==> src/rtl/pmc_pkg.sv <==
// Package for the power mode and clock manager
package pmc_pkg;

   // Reference clock and derived clock figures in kHz, and the slow clock half period in reference cycles
   localparam int REF_KHZ         = 50000;
   localparam int OSC_KHZ         = 16000;
   localparam int PLL_KHZ         = 48000;
   localparam int SLOW_KHZ        = 32;
   localparam int SLOW_HALF       = REF_KHZ / (2 * SLOW_KHZ);

   // MCU clock tables: PLL-on select is bits 6:4, PLL-off select is bits 1:0
   localparam int FREQ_PLL_KHZ [8] = '{16000, 12000, 8000, 4000, 2000, 1000, 500, 250};
   localparam int FREQ_OFF_KHZ [4] = '{4000, 1600, 320, 64};

   // Clock select control layout
   localparam logic [7:0] CLK_CTRL_RST   = 8'h80;
   localparam int         PLL_EN_BIT     = 7;
   localparam int         PLL_SEL_LSB    = 4;
   localparam int         OFF_SEL_LSB    = 0;
   localparam logic [7:0] CLK_CTRL_WMASK = 8'hf3;

   // Power-down and USB suspend layout
   localparam logic [7:0] SLEEP_CMD      = 8'h01;
   localparam int         PWR_SLOW_BIT   = 3;

   // Wakeup config: low four bits enable usb, radio, pin, rtc
   localparam logic [7:0] WAKE_CFG_RST   = 8'h0f;

   typedef enum logic [1:0] {
      PMC_MCU_ACTIVE  = 2'b00,
      PMC_MCU_STANDBY = 2'b01,
      PMC_MCU_FLASH_PROGRAM_PIN    = 2'b10
   } pmc_mcu_state_t;

   typedef enum logic [1:0] {
      PMC_RADIO_PDN    = 2'b00,
      PMC_RADIO_STBY   = 2'b01,
      PMC_RADIO_ACTIVE = 2'b10
   } pmc_radio_state_t;

   typedef struct packed {
      logic rtc;
      logic pin;
      logic radio;
      logic usb;
   } pmc_wake_t;

   // Half period of the MCU clock in reference cycles, never below one
   function automatic logic [15:0] half_of(input int khz);
      int h;
      h = REF_KHZ / (2 * khz);
      if (h < 1) begin
         h = 1;
      end
      return h[15:0];
   endfunction

endpackage

==> src/rtl/pmc_power_mode_clock_manager.sv <==
// Power mode and MCU clock manager with glitch-free clock gating
`timescale 1ns/1ps
module pmc_power_mode_clock_manager #(
   parameter int CNT_W = 16
) (
   input  wire logic              ref_clk_in,          // Reference clock, 50 MHz
   input  wire logic              srst_in,             // Synchronous reset, active high
   input  wire logic              flash_program_pin_in,// Flash programming strap level
   input  wire logic              pwr_down_wr_in,      // Power-down register write strobe
   input  wire logic [2:0]        pwr_down_data_in,    // Power-down write data
   input  wire logic              usb_suspend_wr_in,   // USB suspend register write strobe
   input  wire logic [7:0]        usb_suspend_data_in, // USB suspend write data
   input  wire logic              clk_ctrl_wr_in,      // Clock select register write strobe
   input  wire logic [7:0]        clk_ctrl_data_in,    // Clock select write data
   input  wire logic              wake_cfg_wr_in,      // Wakeup config write strobe
   input  wire logic [7:0]        wake_cfg_data_in,    // Wakeup config write data
   input  wire logic              radio_mode_wr_in,    // Radio mode write strobe
   input  wire logic [1:0]        radio_mode_in,       // Requested radio mode
   input  wire logic              usb_host_resume_in,  // Resume signalled on the USB bus
   input  wire pmc_pkg::pmc_wake_t wake_irq_in,        // Wakeup interrupt levels
   output logic                   mcu_active_out,      // MCU active
   output logic                   mcu_clk_out,         // Gated MCU clock
   output logic [1:0]             radio_state_out,     // Radio power state
   output logic                   usb_active_out,      // USB active, not suspended
   output logic                   pll_on_out,          // PLL running
   output logic [7:0]             clock_select_ctrl_out,// Clock select register readback
   output logic [7:0]             pwr_down_rd_out,     // Power-down register readback
   output logic [7:0]             wakeup_config_out,   // Wakeup config readback
   output logic                   slow_32k_clock_out,  // Slow clock level
   output logic                   flash_flash_program_pin_mode_out  // Flash programming mode
);

   // Slow clock half period needs ten counter bits; half periods are 16 bits wide
   if (CNT_W < 10 || CNT_W > 16) begin : g_bad_cnt_w
      $error("CNT_W must be 10 to 16");
   end

   pmc_pkg::pmc_mcu_state_t   mcu_q, mcu_d;
   pmc_pkg::pmc_radio_state_t radio_q, radio_d;
   logic             usb_q, usb_d;
   logic             pll_q, pll_d;
   logic [7:0]       ctrl_q, ctrl_d;
   logic [7:0]       wcfg_q, wcfg_d;
   logic [7:0]       pwr_rd_q;
   logic             flash_program_pin_q;
   logic [CNT_W-1:0] slow_cnt_q;
   logic             slow_q;
   logic [CNT_W-1:0] div_cnt_q;
   logic [15:0]      half_q;
   logic             clk_q;
   logic             mcu_act_q;

   // Wake request from enabled sources
   wire logic [3:0]  wake_en    = wcfg_q[3:0] & wake_irq_in;
   wire logic        wake_any   = |wake_en;
   wire logic        sleep_req  = pwr_down_wr_in && (pwr_down_data_in != 3'h0);
   wire logic        usb_sleep  = usb_suspend_wr_in &&
                                  (usb_suspend_data_in == pmc_pkg::SLEEP_CMD);
   wire logic        usb_wake   = usb_host_resume_in ||
                                  (usb_suspend_wr_in && usb_suspend_data_in == 8'h00);

   // MCU power state
   always_comb begin
      mcu_d = mcu_q;
      case (mcu_q)
         pmc_pkg::PMC_MCU_ACTIVE: begin
            if (sleep_req && !wake_any) begin
               mcu_d = pmc_pkg::PMC_MCU_STANDBY;
            end
         end
         pmc_pkg::PMC_MCU_STANDBY: begin
            if (wake_any) begin
               mcu_d = pmc_pkg::PMC_MCU_ACTIVE;
            end
         end
         pmc_pkg::PMC_MCU_FLASH_PROGRAM_PIN: begin
            mcu_d = pmc_pkg::PMC_MCU_ACTIVE;
         end
         default: mcu_d = pmc_pkg::PMC_MCU_ACTIVE;
      endcase
      if (flash_program_pin_in) begin
         mcu_d = pmc_pkg::PMC_MCU_FLASH_PROGRAM_PIN;
      end
   end

   // Radio, USB, PLL and register next values
   always_comb begin
      radio_d = radio_q;
      if (radio_mode_wr_in && radio_mode_in != 2'b11 && !flash_program_pin_in) begin
         radio_d = pmc_pkg::pmc_radio_state_t'(radio_mode_in);
      end
      usb_d = usb_q;
      if (usb_wake) begin
         usb_d = 1'b1;
      end else if (usb_sleep && !flash_program_pin_in) begin
         usb_d = 1'b0;
      end
      ctrl_d = ctrl_q;
      if (clk_ctrl_wr_in) begin
         ctrl_d = clk_ctrl_data_in & pmc_pkg::CLK_CTRL_WMASK;
      end
      wcfg_d = wake_cfg_wr_in ? wake_cfg_data_in : wcfg_q;
      pll_d  = usb_d | ctrl_d[pmc_pkg::PLL_EN_BIT];
   end

   // Selected MCU clock half period; PLL off uses the slow table
   wire logic [2:0]  sel_pll  = ctrl_q[pmc_pkg::PLL_SEL_LSB +: 3];
   wire logic [1:0]  sel_off  = ctrl_q[pmc_pkg::OFF_SEL_LSB +: 2];
   wire logic [15:0] half_sel = pll_q ? pmc_pkg::half_of(pmc_pkg::FREQ_PLL_KHZ[sel_pll])
                                      : pmc_pkg::half_of(pmc_pkg::FREQ_OFF_KHZ[sel_off]);
   wire logic        div_end  = (16'(div_cnt_q) >= half_q - 16'h0001);
   wire logic        slow_end = (slow_cnt_q == CNT_W'(pmc_pkg::SLOW_HALF - 1));

   always_ff @(posedge ref_clk_in) begin
      if (srst_in) begin
         mcu_q   <= pmc_pkg::PMC_MCU_ACTIVE;
         mcu_act_q <= 1'b1;
         radio_q <= pmc_pkg::PMC_RADIO_PDN;
         usb_q   <= 1'b1;
         pll_q   <= 1'b1;
         ctrl_q  <= pmc_pkg::CLK_CTRL_RST;
         wcfg_q  <= pmc_pkg::WAKE_CFG_RST;
         flash_program_pin_q  <= 1'b0;
      end else begin
         mcu_q   <= mcu_d;
         mcu_act_q <= (mcu_d == pmc_pkg::PMC_MCU_ACTIVE);
         radio_q <= radio_d;
         usb_q   <= usb_d;
         pll_q   <= pll_d;
         ctrl_q  <= ctrl_d;
         wcfg_q  <= wcfg_d;
         flash_program_pin_q  <= flash_program_pin_in;
      end
   end

   // Slow clock runs from the always-on reference in every power state
   always_ff @(posedge ref_clk_in) begin
      if (srst_in) begin
         slow_cnt_q <= '0;
         slow_q     <= 1'b0;
         pwr_rd_q   <= 8'h00;
      end else begin
         slow_cnt_q <= slow_end ? '0 : slow_cnt_q + 1'b1;
         if (slow_end) begin
            slow_q <= ~slow_q;
         end
         pwr_rd_q <= 8'h00;
         pwr_rd_q[pmc_pkg::PWR_SLOW_BIT] <= slow_q;
      end
   end

   // MCU clock: divider changes rate and gate only at the end of a low phase
   always_ff @(posedge ref_clk_in) begin
      if (srst_in) begin
         div_cnt_q <= '0;
         half_q    <= 16'h0001;
         clk_q     <= 1'b0;
      end else begin
         div_cnt_q <= div_end ? '0 : div_cnt_q + 1'b1;
         if (div_end) begin
            if (clk_q) begin
               clk_q <= 1'b0;
            end else begin
               half_q <= half_sel;
               clk_q  <= mcu_act_q;
            end
         end
      end
   end

   assign mcu_active_out        = mcu_act_q;
   assign mcu_clk_out           = clk_q;
   assign radio_state_out       = radio_q;
   assign usb_active_out        = usb_q;
   assign pll_on_out            = pll_q;
   assign clock_select_ctrl_out = ctrl_q;
   assign pwr_down_rd_out       = pwr_rd_q;
   assign wakeup_config_out     = wcfg_q;
   assign slow_32k_clock_out    = slow_q;
   assign flash_flash_program_pin_mode_out   = flash_program_pin_q;

   property p_reset_state;
      @(posedge ref_clk_in) $past(srst_in) && !$past(flash_program_pin_in) |->
         mcu_active_out && usb_active_out && pll_on_out && radio_state_out == 2'b00;
   endproperty
   a_reset_state: assert property (p_reset_state) else $error("bad reset state");

   property p_sleep;
      @(posedge ref_clk_in) disable iff (srst_in)
         mcu_active_out && sleep_req && !wake_any && !flash_program_pin_in
         |=> !mcu_active_out;
   endproperty
   a_sleep: assert property (p_sleep) else $error("MCU did not sleep");

   property p_wake;
      @(posedge ref_clk_in) disable iff (srst_in)
         !mcu_active_out && !flash_flash_program_pin_mode_out && wake_any && !flash_program_pin_in
         |=> mcu_active_out;
   endproperty
   a_wake: assert property (p_wake) else $error("MCU did not wake");

   property p_usb_suspend;
      @(posedge ref_clk_in) disable iff (srst_in)
         usb_sleep && !usb_host_resume_in && !flash_program_pin_in |=> !usb_active_out;
   endproperty
   a_usb_suspend: assert property (p_usb_suspend) else $error("USB did not suspend");

   property p_usb_resume;
      @(posedge ref_clk_in) disable iff (srst_in)
         !usb_active_out && usb_host_resume_in |=> usb_active_out;
   endproperty
   a_usb_resume: assert property (p_usb_resume) else $error("USB did not resume");

   property p_pll_usb;
      @(posedge ref_clk_in) disable iff (srst_in)
         pll_on_out == (usb_active_out | clock_select_ctrl_out[7]);
   endproperty
   a_pll_usb: assert property (p_pll_usb) else $error("PLL state wrong");

   property p_slow_runs;
      @(posedge ref_clk_in) disable iff (srst_in)
         $changed(slow_32k_clock_out) |=> !$changed(slow_32k_clock_out) ##[1:781]
         $changed(slow_32k_clock_out);
   endproperty
   a_slow_runs: assert property (p_slow_runs) else $error("slow clock stalled");

   property p_gate_clean;
      @(posedge ref_clk_in) disable iff (srst_in)
         $rose(mcu_clk_out) |-> $past(mcu_active_out) && half_q != 16'h0000;
   endproperty
   a_gate_clean: assert property (p_gate_clean) else $error("clock rose while gated");

   property p_flash_program_pin;
      @(posedge ref_clk_in) disable iff (srst_in)
         flash_program_pin_in ##1 flash_program_pin_in |=> !mcu_active_out &&
         flash_flash_program_pin_mode_out && !$rose(mcu_clk_out);
   endproperty
   a_flash_program_pin: assert property (p_flash_program_pin) else $error("programming mode not held");

   property p_radio_set;
      @(posedge ref_clk_in) disable iff (srst_in)
         radio_mode_wr_in && radio_mode_in != 2'b11 && !flash_program_pin_in
         |=> radio_state_out == $past(radio_mode_in);
   endproperty
   a_radio_set: assert property (p_radio_set) else $error("radio state not taken");

   property p_radio_hold;
      @(posedge ref_clk_in) disable iff (srst_in)
         radio_mode_wr_in && (radio_mode_in == 2'b11 || flash_program_pin_in)
         |=> $stable(radio_state_out);
   endproperty
   a_radio_hold: assert property (p_radio_hold) else $error("radio state moved");

   // A stopped clock must stay low while the MCU sleeps
   property p_gated_low;
      @(posedge ref_clk_in) disable iff (srst_in)
         !mcu_active_out && !mcu_clk_out |=> !mcu_clk_out;
   endproperty
   a_gated_low: assert property (p_gated_low) else $error("clock ran in standby");

   property p_clk_ctrl_mask;
      @(posedge ref_clk_in) disable iff (srst_in)
         clk_ctrl_wr_in |=>
         clock_select_ctrl_out == ($past(clk_ctrl_data_in) & pmc_pkg::CLK_CTRL_WMASK);
   endproperty
   a_clk_ctrl_mask: assert property (p_clk_ctrl_mask) else $error("clock select wrong");

   property p_slow_readback;
      @(posedge ref_clk_in) disable iff (srst_in)
         pwr_down_rd_out == {4'h0, $past(slow_32k_clock_out), 3'h0};
   endproperty
   a_slow_readback: assert property (p_slow_readback) else $error("slow readback wrong");

   c_sleep_wake: cover property (@(posedge ref_clk_in) disable iff (srst_in)
      !mcu_active_out ##1 mcu_active_out);
   c_usb_cycle: cover property (@(posedge ref_clk_in) disable iff (srst_in)
      !usb_active_out ##1 usb_active_out);
   c_pll_off: cover property (@(posedge ref_clk_in) disable iff (srst_in) !pll_on_out);
   c_flash_program_pin_mode: cover property (@(posedge ref_clk_in) disable iff (srst_in)
      flash_flash_program_pin_mode_out);
   c_radio_active: cover property (@(posedge ref_clk_in) disable iff (srst_in)
      radio_state_out == 2'b10);

endmodule // pmc_power_mode_clock_manager

==> config.mk <==
export PLATFORM = sky130hd
export DESIGN_NAME = pmc_power_mode_clock_manager
export DESIGN_NICKNAME = d
export VERILOG_FILES = /design/src/rtl/pmc_pkg.sv /design/src/rtl/pmc_power_mode_clock_manager.sv
export SDC_FILE = /design/constraint.sdc
export NUM_CORES = 1
export LEC_CHECK = 0
export ABC_AREA = 1
export BUFFER_PORTS_ARGS = -buffer_cell sky130_fd_sc_hd__buf_2
export CAP_MARGIN = 20
export CORE_ASPECT_RATIO = 0.8
export CORE_MARGIN = 1.5
export CORE_UTILIZATION = 30
export DETAILED_ROUTE_END_ITERATION = 8
export PLACE_DENSITY = 0.49
export SETUP_SLACK_MARGIN = 0.4
export SYNTH_ARGS = -nofsm -noshare
export SYNTH_HDL_FRONTEND = slang
export SYNTH_SLANG_ARGS = --single-unit
==> constraint.sdc <==
create_clock -name ref_clk_in -period 117.9 [get_ports ref_clk_in]
set_input_delay 23.58 -clock ref_clk_in [delete_from_list [all_inputs] [get_ports ref_clk_in]]
set_output_delay 23.58 -clock ref_clk_in [all_outputs]
set_load 0.005 [all_outputs]
After elaboration in Yosys (flattened, before gate mapping)
Memory sizes are Yosys's and may differ from the RTL's.
Cells that the tools add are included.
W data, S select, Z words.
{"block": "op_classes", "n_addsub": 3, "n_mul": 0, "div_mod_pow": 2, "n_lt_le_gt_ge": 5, "n_eq_ne": 4, "shift": 0, "mux": 16, "bitwise": 6, "reduce_logical": 18}
{"op": "$mux W31", "n": 4}
{"op": "$bmux W32 S2", "n": 1}
{"op": "$div A17 B32 Y32 const A", "n": 2}
{"op": "$lt A32 B2 Y1 const B", "n": 2}
{"op": "$mux W16", "n": 3}
{"op": "$add A16 B1 Y16 const B", "n": 2}
{"op": "$eq A16 B10 Y1 const B", "n": 1}
{"op": "$ge A16 B16 Y1", "n": 1}
{"op": "$sub A16 B1 Y16 const B", "n": 1}
{"op": "$eq A8 B1 Y1 const B", "n": 1}
{"op": "$logic_not A8 Y1", "n": 1}
{"op": "$mux W8", "n": 1}
{"op": "$logic_and A1 B1 Y1", "n": 7}
{"op": "$mux W2", "n": 3}
{"op": "$and A4 B4 Y4", "n": 1}
{"op": "$ge A4 B4 Y1 const B", "n": 1}
{"op": "$logic_not A2 Y1", "n": 2}
{"op": "$not A3 Y4", "n": 1}
{"op": "$pmux W2 S2", "n": 1}
{"op": "$reduce_or A2 Y1", "n": 2}
{"op": "$reduce_or A4 Y1", "n": 1}
{"op": "$ge A3 B3 Y1 const B", "n": 1}
{"op": "$mux W1", "n": 3}
{"op": "$not A2 Y3", "n": 1}
{"op": "other kinds (8)", "n": 10}
{"block": "word_totals", "register_bits": 80, "latch_bits": 0, "mem_bits_rw": 0, "rom_bits": 256, "output_inout_bits": 32, "memories": 1}
{"name": "(no name shown)", "words": 8, "word_bits": 32, "rd": 1, "rd_ports_with_merged_regs": 0, "wr": 0, "line": "pmc_power_mode_clock_manager.sv:109", "rtl": "wire logic [15:0] half_sel = pll_q ? pmc_pkg::half_of(pmc_pkg::FREQ_PLL_KHZ[sel_pll])"}

Logic depth before layout (Yosys ltp)
Gate-level depths: netlist (run 1).
{"block": "depth", "depth_word": 8, "mapped_depth": 317}

Worst setup path after synthesis (run 1)
OpenSTA, ideal clock, no wires.
{"block": "synth_timing", "kind": "register -> register", "from": "register ctrl_q[5] (netlist: clock_select_ctrl_out[5])", "to": "register half_q[0]", "setup_time_ns": 0.115, "arrival_time_ns": 38.230, "setup_slack_ns": 79.555, "stages_incl_launch_ff": 292, "period_less_slack_ns": 38.345, "cell_sequence": "dfxtp_1 -> inv_1 -> ha_1 -> nor2_1 -> ha_1 -> nand2_1 -> inv_2 -> nand3_1 -> nand3_2 -> nand2_1 -> clkinv_2 -> nand2_1 -> inv_1 -> ha_1 -> nand2_2 -> nor2_4 -> nand2_2 -> nand3_2 -> (+256 left out) -> inv_1 -> nor2_1 -> o21ai_0 -> nand2_1 -> a21oi_1 -> o31ai_1 -> inv_1 -> nand3_1 -> nand3_1 -> nand2_1 -> ha_1 -> and3_1 -> nand2_1 -> nand4_1 -> inv_1 -> nand3_1 -> nand2_1 -> nand2_1"}
{"block": "synth_via", "elab_chain_cells": 8}
{"item": "start: declaration", "line": "pmc_power_mode_clock_manager.sv:42", "rtl": "logic [7:0] ctrl_q, ctrl_d;"}
{"item": "start signal: assignment", "line": "pmc_power_mode_clock_manager.sv:121", "rtl": "ctrl_q <= pmc_pkg::CLK_CTRL_RST;"}
{"item": "start signal: assignment", "line": "pmc_power_mode_clock_manager.sv:130", "rtl": "ctrl_q <= ctrl_d;"}
{"item": "$not A3 Y4 (implied by the code) *", "line": "pmc_power_mode_clock_manager.sv:109"}
{"item": "$mem_v2 Z8 W32 *"}
{"item": "$mux W31 (implied by the code) * (2 in series)", "line": "pmc_power_mode_clock_manager.sv:109"}
{"item": "$div A17 B32 Y32 *", "line": "pmc_pkg.sv:51", "rtl": "h = REF_KHZ / (2 * khz);"}
{"item": "$lt A32 B2 Y1", "line": "pmc_pkg.sv:52", "rtl": "if (h < 1) begin"}
{"item": "$mux W16 *", "line": "pmc_pkg.sv:52"}
{"item": "$mux W16 *", "line": "pmc_power_mode_clock_manager.sv:109"}
{"item": "end signal: assignment", "line": "pmc_power_mode_clock_manager.sv:164", "rtl": "half_q <= half_sel;"}
{"item": "end: declaration", "line": "pmc_power_mode_clock_manager.sv:49", "rtl": "logic [15:0] half_q;"}
Mark *: on every way between the ends. The rest lies on a longest branch, timed or not. The select of a mux whose other input is x is not followed.
A chain may end at the register's enable or synchronous reset.

Final worst setup path (run 1)
Ends and elaborated chain as after synthesis.

==> results.md, run 1 <==
* Slew Limit Headroom at 35.1%
* Nets@finish at 5297
* Core area at 0.0935 sq mm
* Clk pin slew, worst setup/hold paths at 0.07 ns
* Buffers inserted by post-CTS timing repair at 0
* Maximum operating frequency at 21.6 MHz
* Yosys warning count at 0
* Drt first pass iters at 5
* Hold Path Class: register to register
* Final slew viol count at 0
* Peak fanout along the critical path at 31
* Setup repair after global routing missed its margin: false
* Fill cell total of the finished layout at 10700
* Arrival time of the worst setup path at 46.54 ns
* Number of H-tree branching levels at 3
* Number of buffers added to fix hold violations after cts at 0
* Num Clock Sinks at 73
* Sequential cell area in the final layout at 0.00146 sq mm
* Measured slew at the worst slew-check pin at 0.970 ns
* Per-cell via count in the routed design at 5.05
* Setup skew after layout at 0.0122 ns
* Worst path max stage delay at 0.64 ns
* Via count of the first global-routing pass at 28300
* Run status: finished, final reports clean
* CTS buffer count at 9
* Cells resized by post-CTS repair at 0
* Area occupied by multi-input gates at 0.0233 sq mm
* Fraction of the core area covered by cells at the end of the flow at 31.8%
* CTS Buffer Depth at 2
* Commonest register cell after synthesis: sky130_fd_sc_hd__dfxtp_1
* Sort of element at the start of the critical path: register
* Share of synthesized registers carrying an async set or reset at 0%
* RePlAce Congestion at 0.863
* Endpoints failing hold at 0
* Worst path most repeated cell: sky130_fd_sc_hd__nand2_1
* Cells after synthesis at 4969
* Count of state elements after synthesis at 73
* Diode count at 0
* Master cell of the clock root buffer: sky130_fd_sc_hd__clkbuf_16
* TritonCTS clock tree: yes
* Number of distinct standard cells referenced by the synthesized netlist at 84
* Data required time of the critical path at 118.14 ns
* Violation count after the first detailed-route iteration at 2340
* Via Count at 31200
* Drt drc at 0
* Number of ports placed on the die boundary at 74
* Total track usage at 19.4%
* Core Rows at 100
* Post-DRT Antenna Nets at 0
* Maximum number of pins on one net before global-route repair at 47
* Post-Place Cells at 6173
* Global-route wire length before repair at 154000 microns
* Number of synthesized flops with an enable pin at 0
* Effective utilization at floorplan at 30.4%
* Post-synthesis average cell area at 5.72 sq um
* Share of cells above drive strength 1 at 11.0%
* Share of the yosys chip area belonging to registers at 5.14%
* Class of the most critical setup path: register to register
* Post-Route WL at 95800 microns
* Final routed wire length divided by cell count at 15.5 microns
* Netlist area before placement at 0.0284 sq mm
* Die Span X at 347 microns
* Final cell count without fillers at 6189
* Die outline area at 0.0966 sq mm
* Final setup violation count at 0
* Syn-to-layout area delta at 4.55%
* Port Buffer Count at 62
* Cell at the slowest stage of the critical path: sky130_fd_sc_hd__dfxtp_1
* Dpl hpwl at 75400 microns
* Share of the clock period used by the worst path after layout at 39.3%
* Clock latency on the worst-skew pair at 0.34 ns
* Post-route minimum period at 46.30 ns
* Height of the die at 278 microns
* Grt total ovfl at 0
* Initial antenna violation count at 1
* Crit path capture type: register
* Final setup TNS at 0 ns
* Max-capacitance violation count at 0
-- cells in the final DEF, fill, tap and decap left out, drive strengths merged, types with 22 or more instances in the layout --
| master | Yosys | layout |
|---|---|---|
| or2 | 36 | 36 |
| nand4 | 147 | 147 |
| xor2 | 121 | 121 |
| o21bai | 22 | 22 |
| nor2 | 533 | 533 |
| xnor2 | 70 | 70 |
| nor3 | 86 | 86 |
| nand3 | 532 | 532 |
| nand3b | 35 | 35 |
| buf | 71 | 95 |
| a21oi | 255 | 255 |
| o21ai | 313 | 313 |
| ha | 295 | 295 |
| inv | 656 | 658 |
| dfxtp | 73 | 73 |
| nand2 | 1496 | 1496 |
-- synthesized netlist by cell type, types with 34 or more instances --
cell | count | area (sq um)
sky130_fd_sc_hd__dfxtp_1 | 73 | 1460
sky130_fd_sc_hd__xor2_1 | 121 | 1060
sky130_fd_sc_hd__o21ai_0 | 290 | 1450
sky130_fd_sc_hd__nand3_1 | 440 | 2200
sky130_fd_sc_hd__nand4_1 | 142 | 888
sky130_fd_sc_hd__nand3b_1 | 35 | 263
sky130_fd_sc_hd__nand2_1 | 1339 | 5030
sky130_fd_sc_hd__nand2_2 | 136 | 851
sky130_fd_sc_hd__inv_2 | 34 | 128
sky130_fd_sc_hd__a21oi_1 | 248 | 1240
sky130_fd_sc_hd__nand3_2 | 79 | 791
sky130_fd_sc_hd__nor3_1 | 82 | 410
sky130_fd_sc_hd__nor2_1 | 465 | 1750
sky130_fd_sc_hd__ha_1 | 295 | 3690
sky130_fd_sc_hd__inv_1 | 618 | 2320
sky130_fd_sc_hd__xnor2_1 | 70 | 613
sky130_fd_sc_hd__nor2_2 | 44 | 275
-- registers in the layout, indices dropped and copies added (netlist names) --
register / flops
div_cnt_q: 16
half_q: 16
slow_cnt_q: 16
wakeup_config_out: 8
clock_select_ctrl_out: 6
mcu_q: 2
radio_state_out: 2
flash_flash_program_pin_mode_out: 1
mcu_active_out: 1
mcu_clk_out: 1
pll_on_out: 1
pwr_down_rd_out: 1
slow_32k_clock_out: 1
usb_active_out: 1
-- logic make-up after synthesis --
| group | Yosys count | share of synthesized area [%] |
|---|---|---|
| compound gates | 705 | 14.2 |
| xor+xnor | 191 | 5.88 |
| fa+ha+maj | 295 | 13.0 |
| buf+inv | 802 | 13.3 |
| flops | 73 | 5.14 |
| mux | 3 | 0.106 |
| other cells | 1 | 0.0132 |
| simple gates | 2899 | 48.4 |
-- metrics by stage --
| step | setup WS [ns] | hold slack [ns] | instance area (sq um) |
|---|---|---|---|
| after floorplan | 79.56 | 0.397 | 28500 |
| after CTS | 71.70 | 0.455 | 29700 |
| after global placement | 71.94 | 0.435 | 29400 |
| after global routing | 66.83 | 0.484 | 29700 |
| after detailed placement | 71.93 | 0.420 | 29400 |
| final | 71.60 | 0.448 | 29700 |
-- cell type report --
cell class              instances  share of cell area [%]
flip-flops and latches         73                    4.92
clock inverters                 7                   0.345
well taps                    1224                    5.15
repair buffers                 95                    1.88
multi-input cells            4107                    78.3
inverters                     674                    8.60
clock buffers                   9                   0.758
-- final timing paths --
path | start | end | slack [ns] | cells past startpoint
hold / removal | mcu_q[1]$_SDFF_PP0_ | mcu_q[0]$_SDFF_PP0_ | 0.45 | 1
hold reg to reg | mcu_q[1]$_SDFF_PP0_ | mcu_q[0]$_SDFF_PP0_ | 0.45 | 1
setup reg to reg | clock_select_ctrl_out[5]$_SDFFE_PP0P_ | half_q[0]$_SDFFE_PP1P_ | 71.60 | 267
setup / recovery | clock_select_ctrl_out[5]$_SDFFE_PP0P_ | half_q[0]$_SDFFE_PP1P_ | 71.60 | 267
-- critical path: cells and delay by family (launching register included) --
kind,cells,cell delay [ns]
simple gates,121,15.70
compound gates,81,15.54
fa+ha+maj,25,8.09
buf+inv,38,5.70
flops,1,0.64
xor+xnor,2,0.39
-- per-layer routing --
metal	routed length, microns	global-route usage (%)	part of all wire, %	up-vias
met1	53300	31.2	56	14300
li1	-	-	-	16300
met4	586	1.73	0.61	0
met5	0	0	0	-
met3	3440	0.668	3.6	30
met2	38500	28.8	40	578
Power of run 1 is not shown: default switching activity piles up to over one toggle a cycle in this logic, so the estimate is an artifact.
==> run 2: changes to the inputs <==
clock period = 45.9 ns   (was 117.9 ns; I/O delays follow)
==> results.md, run 2 (synthesized netlist as in run 1, its figures left out) <==
* Dpl hpwl at 76100 microns
* Per-cell via count in the routed design at 5.03
* RePlAce Congestion at 0.865
* Share of cells above drive strength 1 at 12.5%
* Master cell of the clock root buffer: sky130_fd_sc_hd__clkbuf_16
* Run status: finished, final reports clean
* Share of the clock period used by the worst path after layout at 89.9%
* Most common cell after layout, fill and taps aside: sky130_fd_sc_hd__nand2_1
* Endpoints failing hold at 0
* Clock latency on the worst-skew pair at 0.36 ns
* Slew Limit Headroom at 41.8%
* Most frequent cells in the layout: sky130_fd_sc_hd__nand2_1 (1339), sky130_fd_sc_hd__inv_1 (614), sky130_fd_sc_hd__nor2_1 (461)
* Effective utilization at floorplan at 30.4%
* Arrival time of the worst setup path at 41.51 ns
* Clk pin slew, worst setup/hold paths at 0.07 ns
* Final slew viol count at 0
* Syn-to-layout area delta at 6.72%
* Final routed wire length divided by cell count at 15.5 microns
* Total track usage at 19.6%
* Nets@finish at 5363
* Post-Route WL at 96800 microns
* Via count of the first global-routing pass at 28600
* Maximum number of pins on one net before global-route repair at 48
* Via Count at 31500
* Crit path capture type: register
* Max-capacitance violation count at 0
* Final cell count without fillers at 6255
* Final setup TNS at 0 ns
* Data required time of the critical path at 46.15 ns
* Hold Path Class: register to register
* TritonCTS clock tree: yes
* Grt total ovfl at 0
* Post-layout worst setup margin at 4.64 ns
* Measured slew at the worst slew-check pin at 0.870 ns
* Drt drc at 0
* Post-Place Cells at 6200
* Worst path max stage delay at 0.47 ns
* Number of H-tree branching levels at 3
* Maximum operating frequency at 24.2 MHz
* Height of the die at 278 microns
* Global-route wire length before repair at 156000 microns
* Violation count after the first detailed-route iteration at 2443
* Core area at 0.0935 sq mm
* Die Span X at 347 microns
* Peak fanout along the critical path at 24
* Cell at the slowest stage of the critical path: sky130_fd_sc_hd__o31ai_1
* Drt first pass iters at 6
* Number of ports placed on the die boundary at 74
* Setup repair after global routing missed its margin: false
* Post-route minimum period at 41.26 ns
* Initial antenna violation count at 1
* Die outline area at 0.0966 sq mm
* Num Clock Sinks at 73
* CTS buffer count at 9
* Post-DRT Antenna Nets at 0
* Number of buffers added to fix hold violations after cts at 0
* Final setup violation count at 0
* Worst path most repeated cell: sky130_fd_sc_hd__nand2_1
* Port Buffer Count at 62
* Setup skew after layout at 0.0127 ns
* CTS Buffer Depth at 2
* Class of the most critical setup path: register to register
* Core Rows at 100
* Sort of element at the start of the critical path: register
* Worst slack at placement at 1.75 ns
* Diode count at 0
* Largest registers in the final layout: div_cnt_q: 16 flops, half_q: 16 flops, slow_cnt_q: 16 flops
==> run 2: cell count changes in the layout (fill, tap and decap cells not counted), moves of 2 or more <==
cell / previous run / this run
sky130_fd_sc_hd__nor3_1: 82 / 80
sky130_fd_sc_hd__inv_2: 35 / 33
sky130_fd_sc_hd__a21oi_1: 248 / 246
sky130_fd_sc_hd__nor3_2: 3 / 5
sky130_fd_sc_hd__inv_1: 617 / 614
sky130_fd_sc_hd__o21ai_0: 290 / 275
sky130_fd_sc_hd__dfxtp_1: 72 / 70
sky130_fd_sc_hd__nand2_8: 0 / 2
sky130_fd_sc_hd__a21oi_2: 3 / 5
sky130_fd_sc_hd__o21ai_1: 15 / 30
sky130_fd_sc_hd__clkinvlp_4: 0 / 7
sky130_fd_sc_hd__buf_4: 33 / 96
sky130_fd_sc_hd__nor2_4: 26 / 28
==> run 2: area by class of cell <==
type	instances	area [sq um]
Clock buffer	9	225
Tap cell	1224	1530
Timing Repair Buffer	158	1030
Timing Repair inverter	2	12.5
Inverter	674	2590
Sequential cell	73	1470
Fill cell	10700	63100
Multi-Input combinational cell	4108	23400
Clock inverter	7	101
==> run 2: critical path, delay by kind of cell (launching register included) <==
family	cells	cell delay, ns
AND/OR/NAND/NOR	125	14.48
flip-flops	1	0.46
adder cells (fa/ha/maj)	25	7.82
XOR/XNOR	3	0.53
AO/OA/AOI/OAI	78	13.85
buffers and inverters	38	3.84
==> run 2: final timing paths <==
path	start	endpoint	slack [ns]	cells past startpoint
min	mcu_q[1]$_SDFF_PP0_	mcu_q[0]$_SDFF_PP0_	0.44	1
min reg2reg	mcu_q[1]$_SDFF_PP0_	mcu_q[0]$_SDFF_PP0_	0.44	1
max reg2reg	clock_select_ctrl_out[5]$_SDFFE_PP0P_	half_q[0]$_SDFFE_PP1P_	4.64	269
max	clock_select_ctrl_out[5]$_SDFFE_PP0P_	half_q[0]$_SDFFE_PP1P_	4.64	269
==> run 2: repair_timing <==
action | 4_1_cts | 5_1_grt
resized for setup | 0 | 47
endpoints found under the setup margin | 0 | 2
endpoints found under the hold margin | 0 | 0
buffers inserted | 0 | 36
==> run 2: stage by stage <==
| stage | util, % | cell area (sq um) | hold slack [ns] |
|---|---|---|---|
| after floorplan | - | 28500 | 0.397 |
| after global placement | 31.7 | 29600 | 0.435 |
| after detailed placement | 31.7 | 29600 | 0.424 |
| after CTS | 32.0 | 29900 | 0.440 |
| after global routing | 32.5 | 30300 | 0.469 |
| final | 32.5 | 30300 | 0.444 |
==> run 2: per-layer routing <==
| metal | global-route usage (%) | vias to the layer above | wire (microns) |
|---|---|---|---|
| met5 | 0 | - | 0 |
| met1 | 31.4 | 14300 | 53100 |
| met4 | 1.82 | 0 | 705 |
| met3 | 1.11 | 33 | 4410 |
| met2 | 29.0 | 677 | 38500 |
| li1 | - | 16500 | - |
Power of run 2 is left out for the same reason.
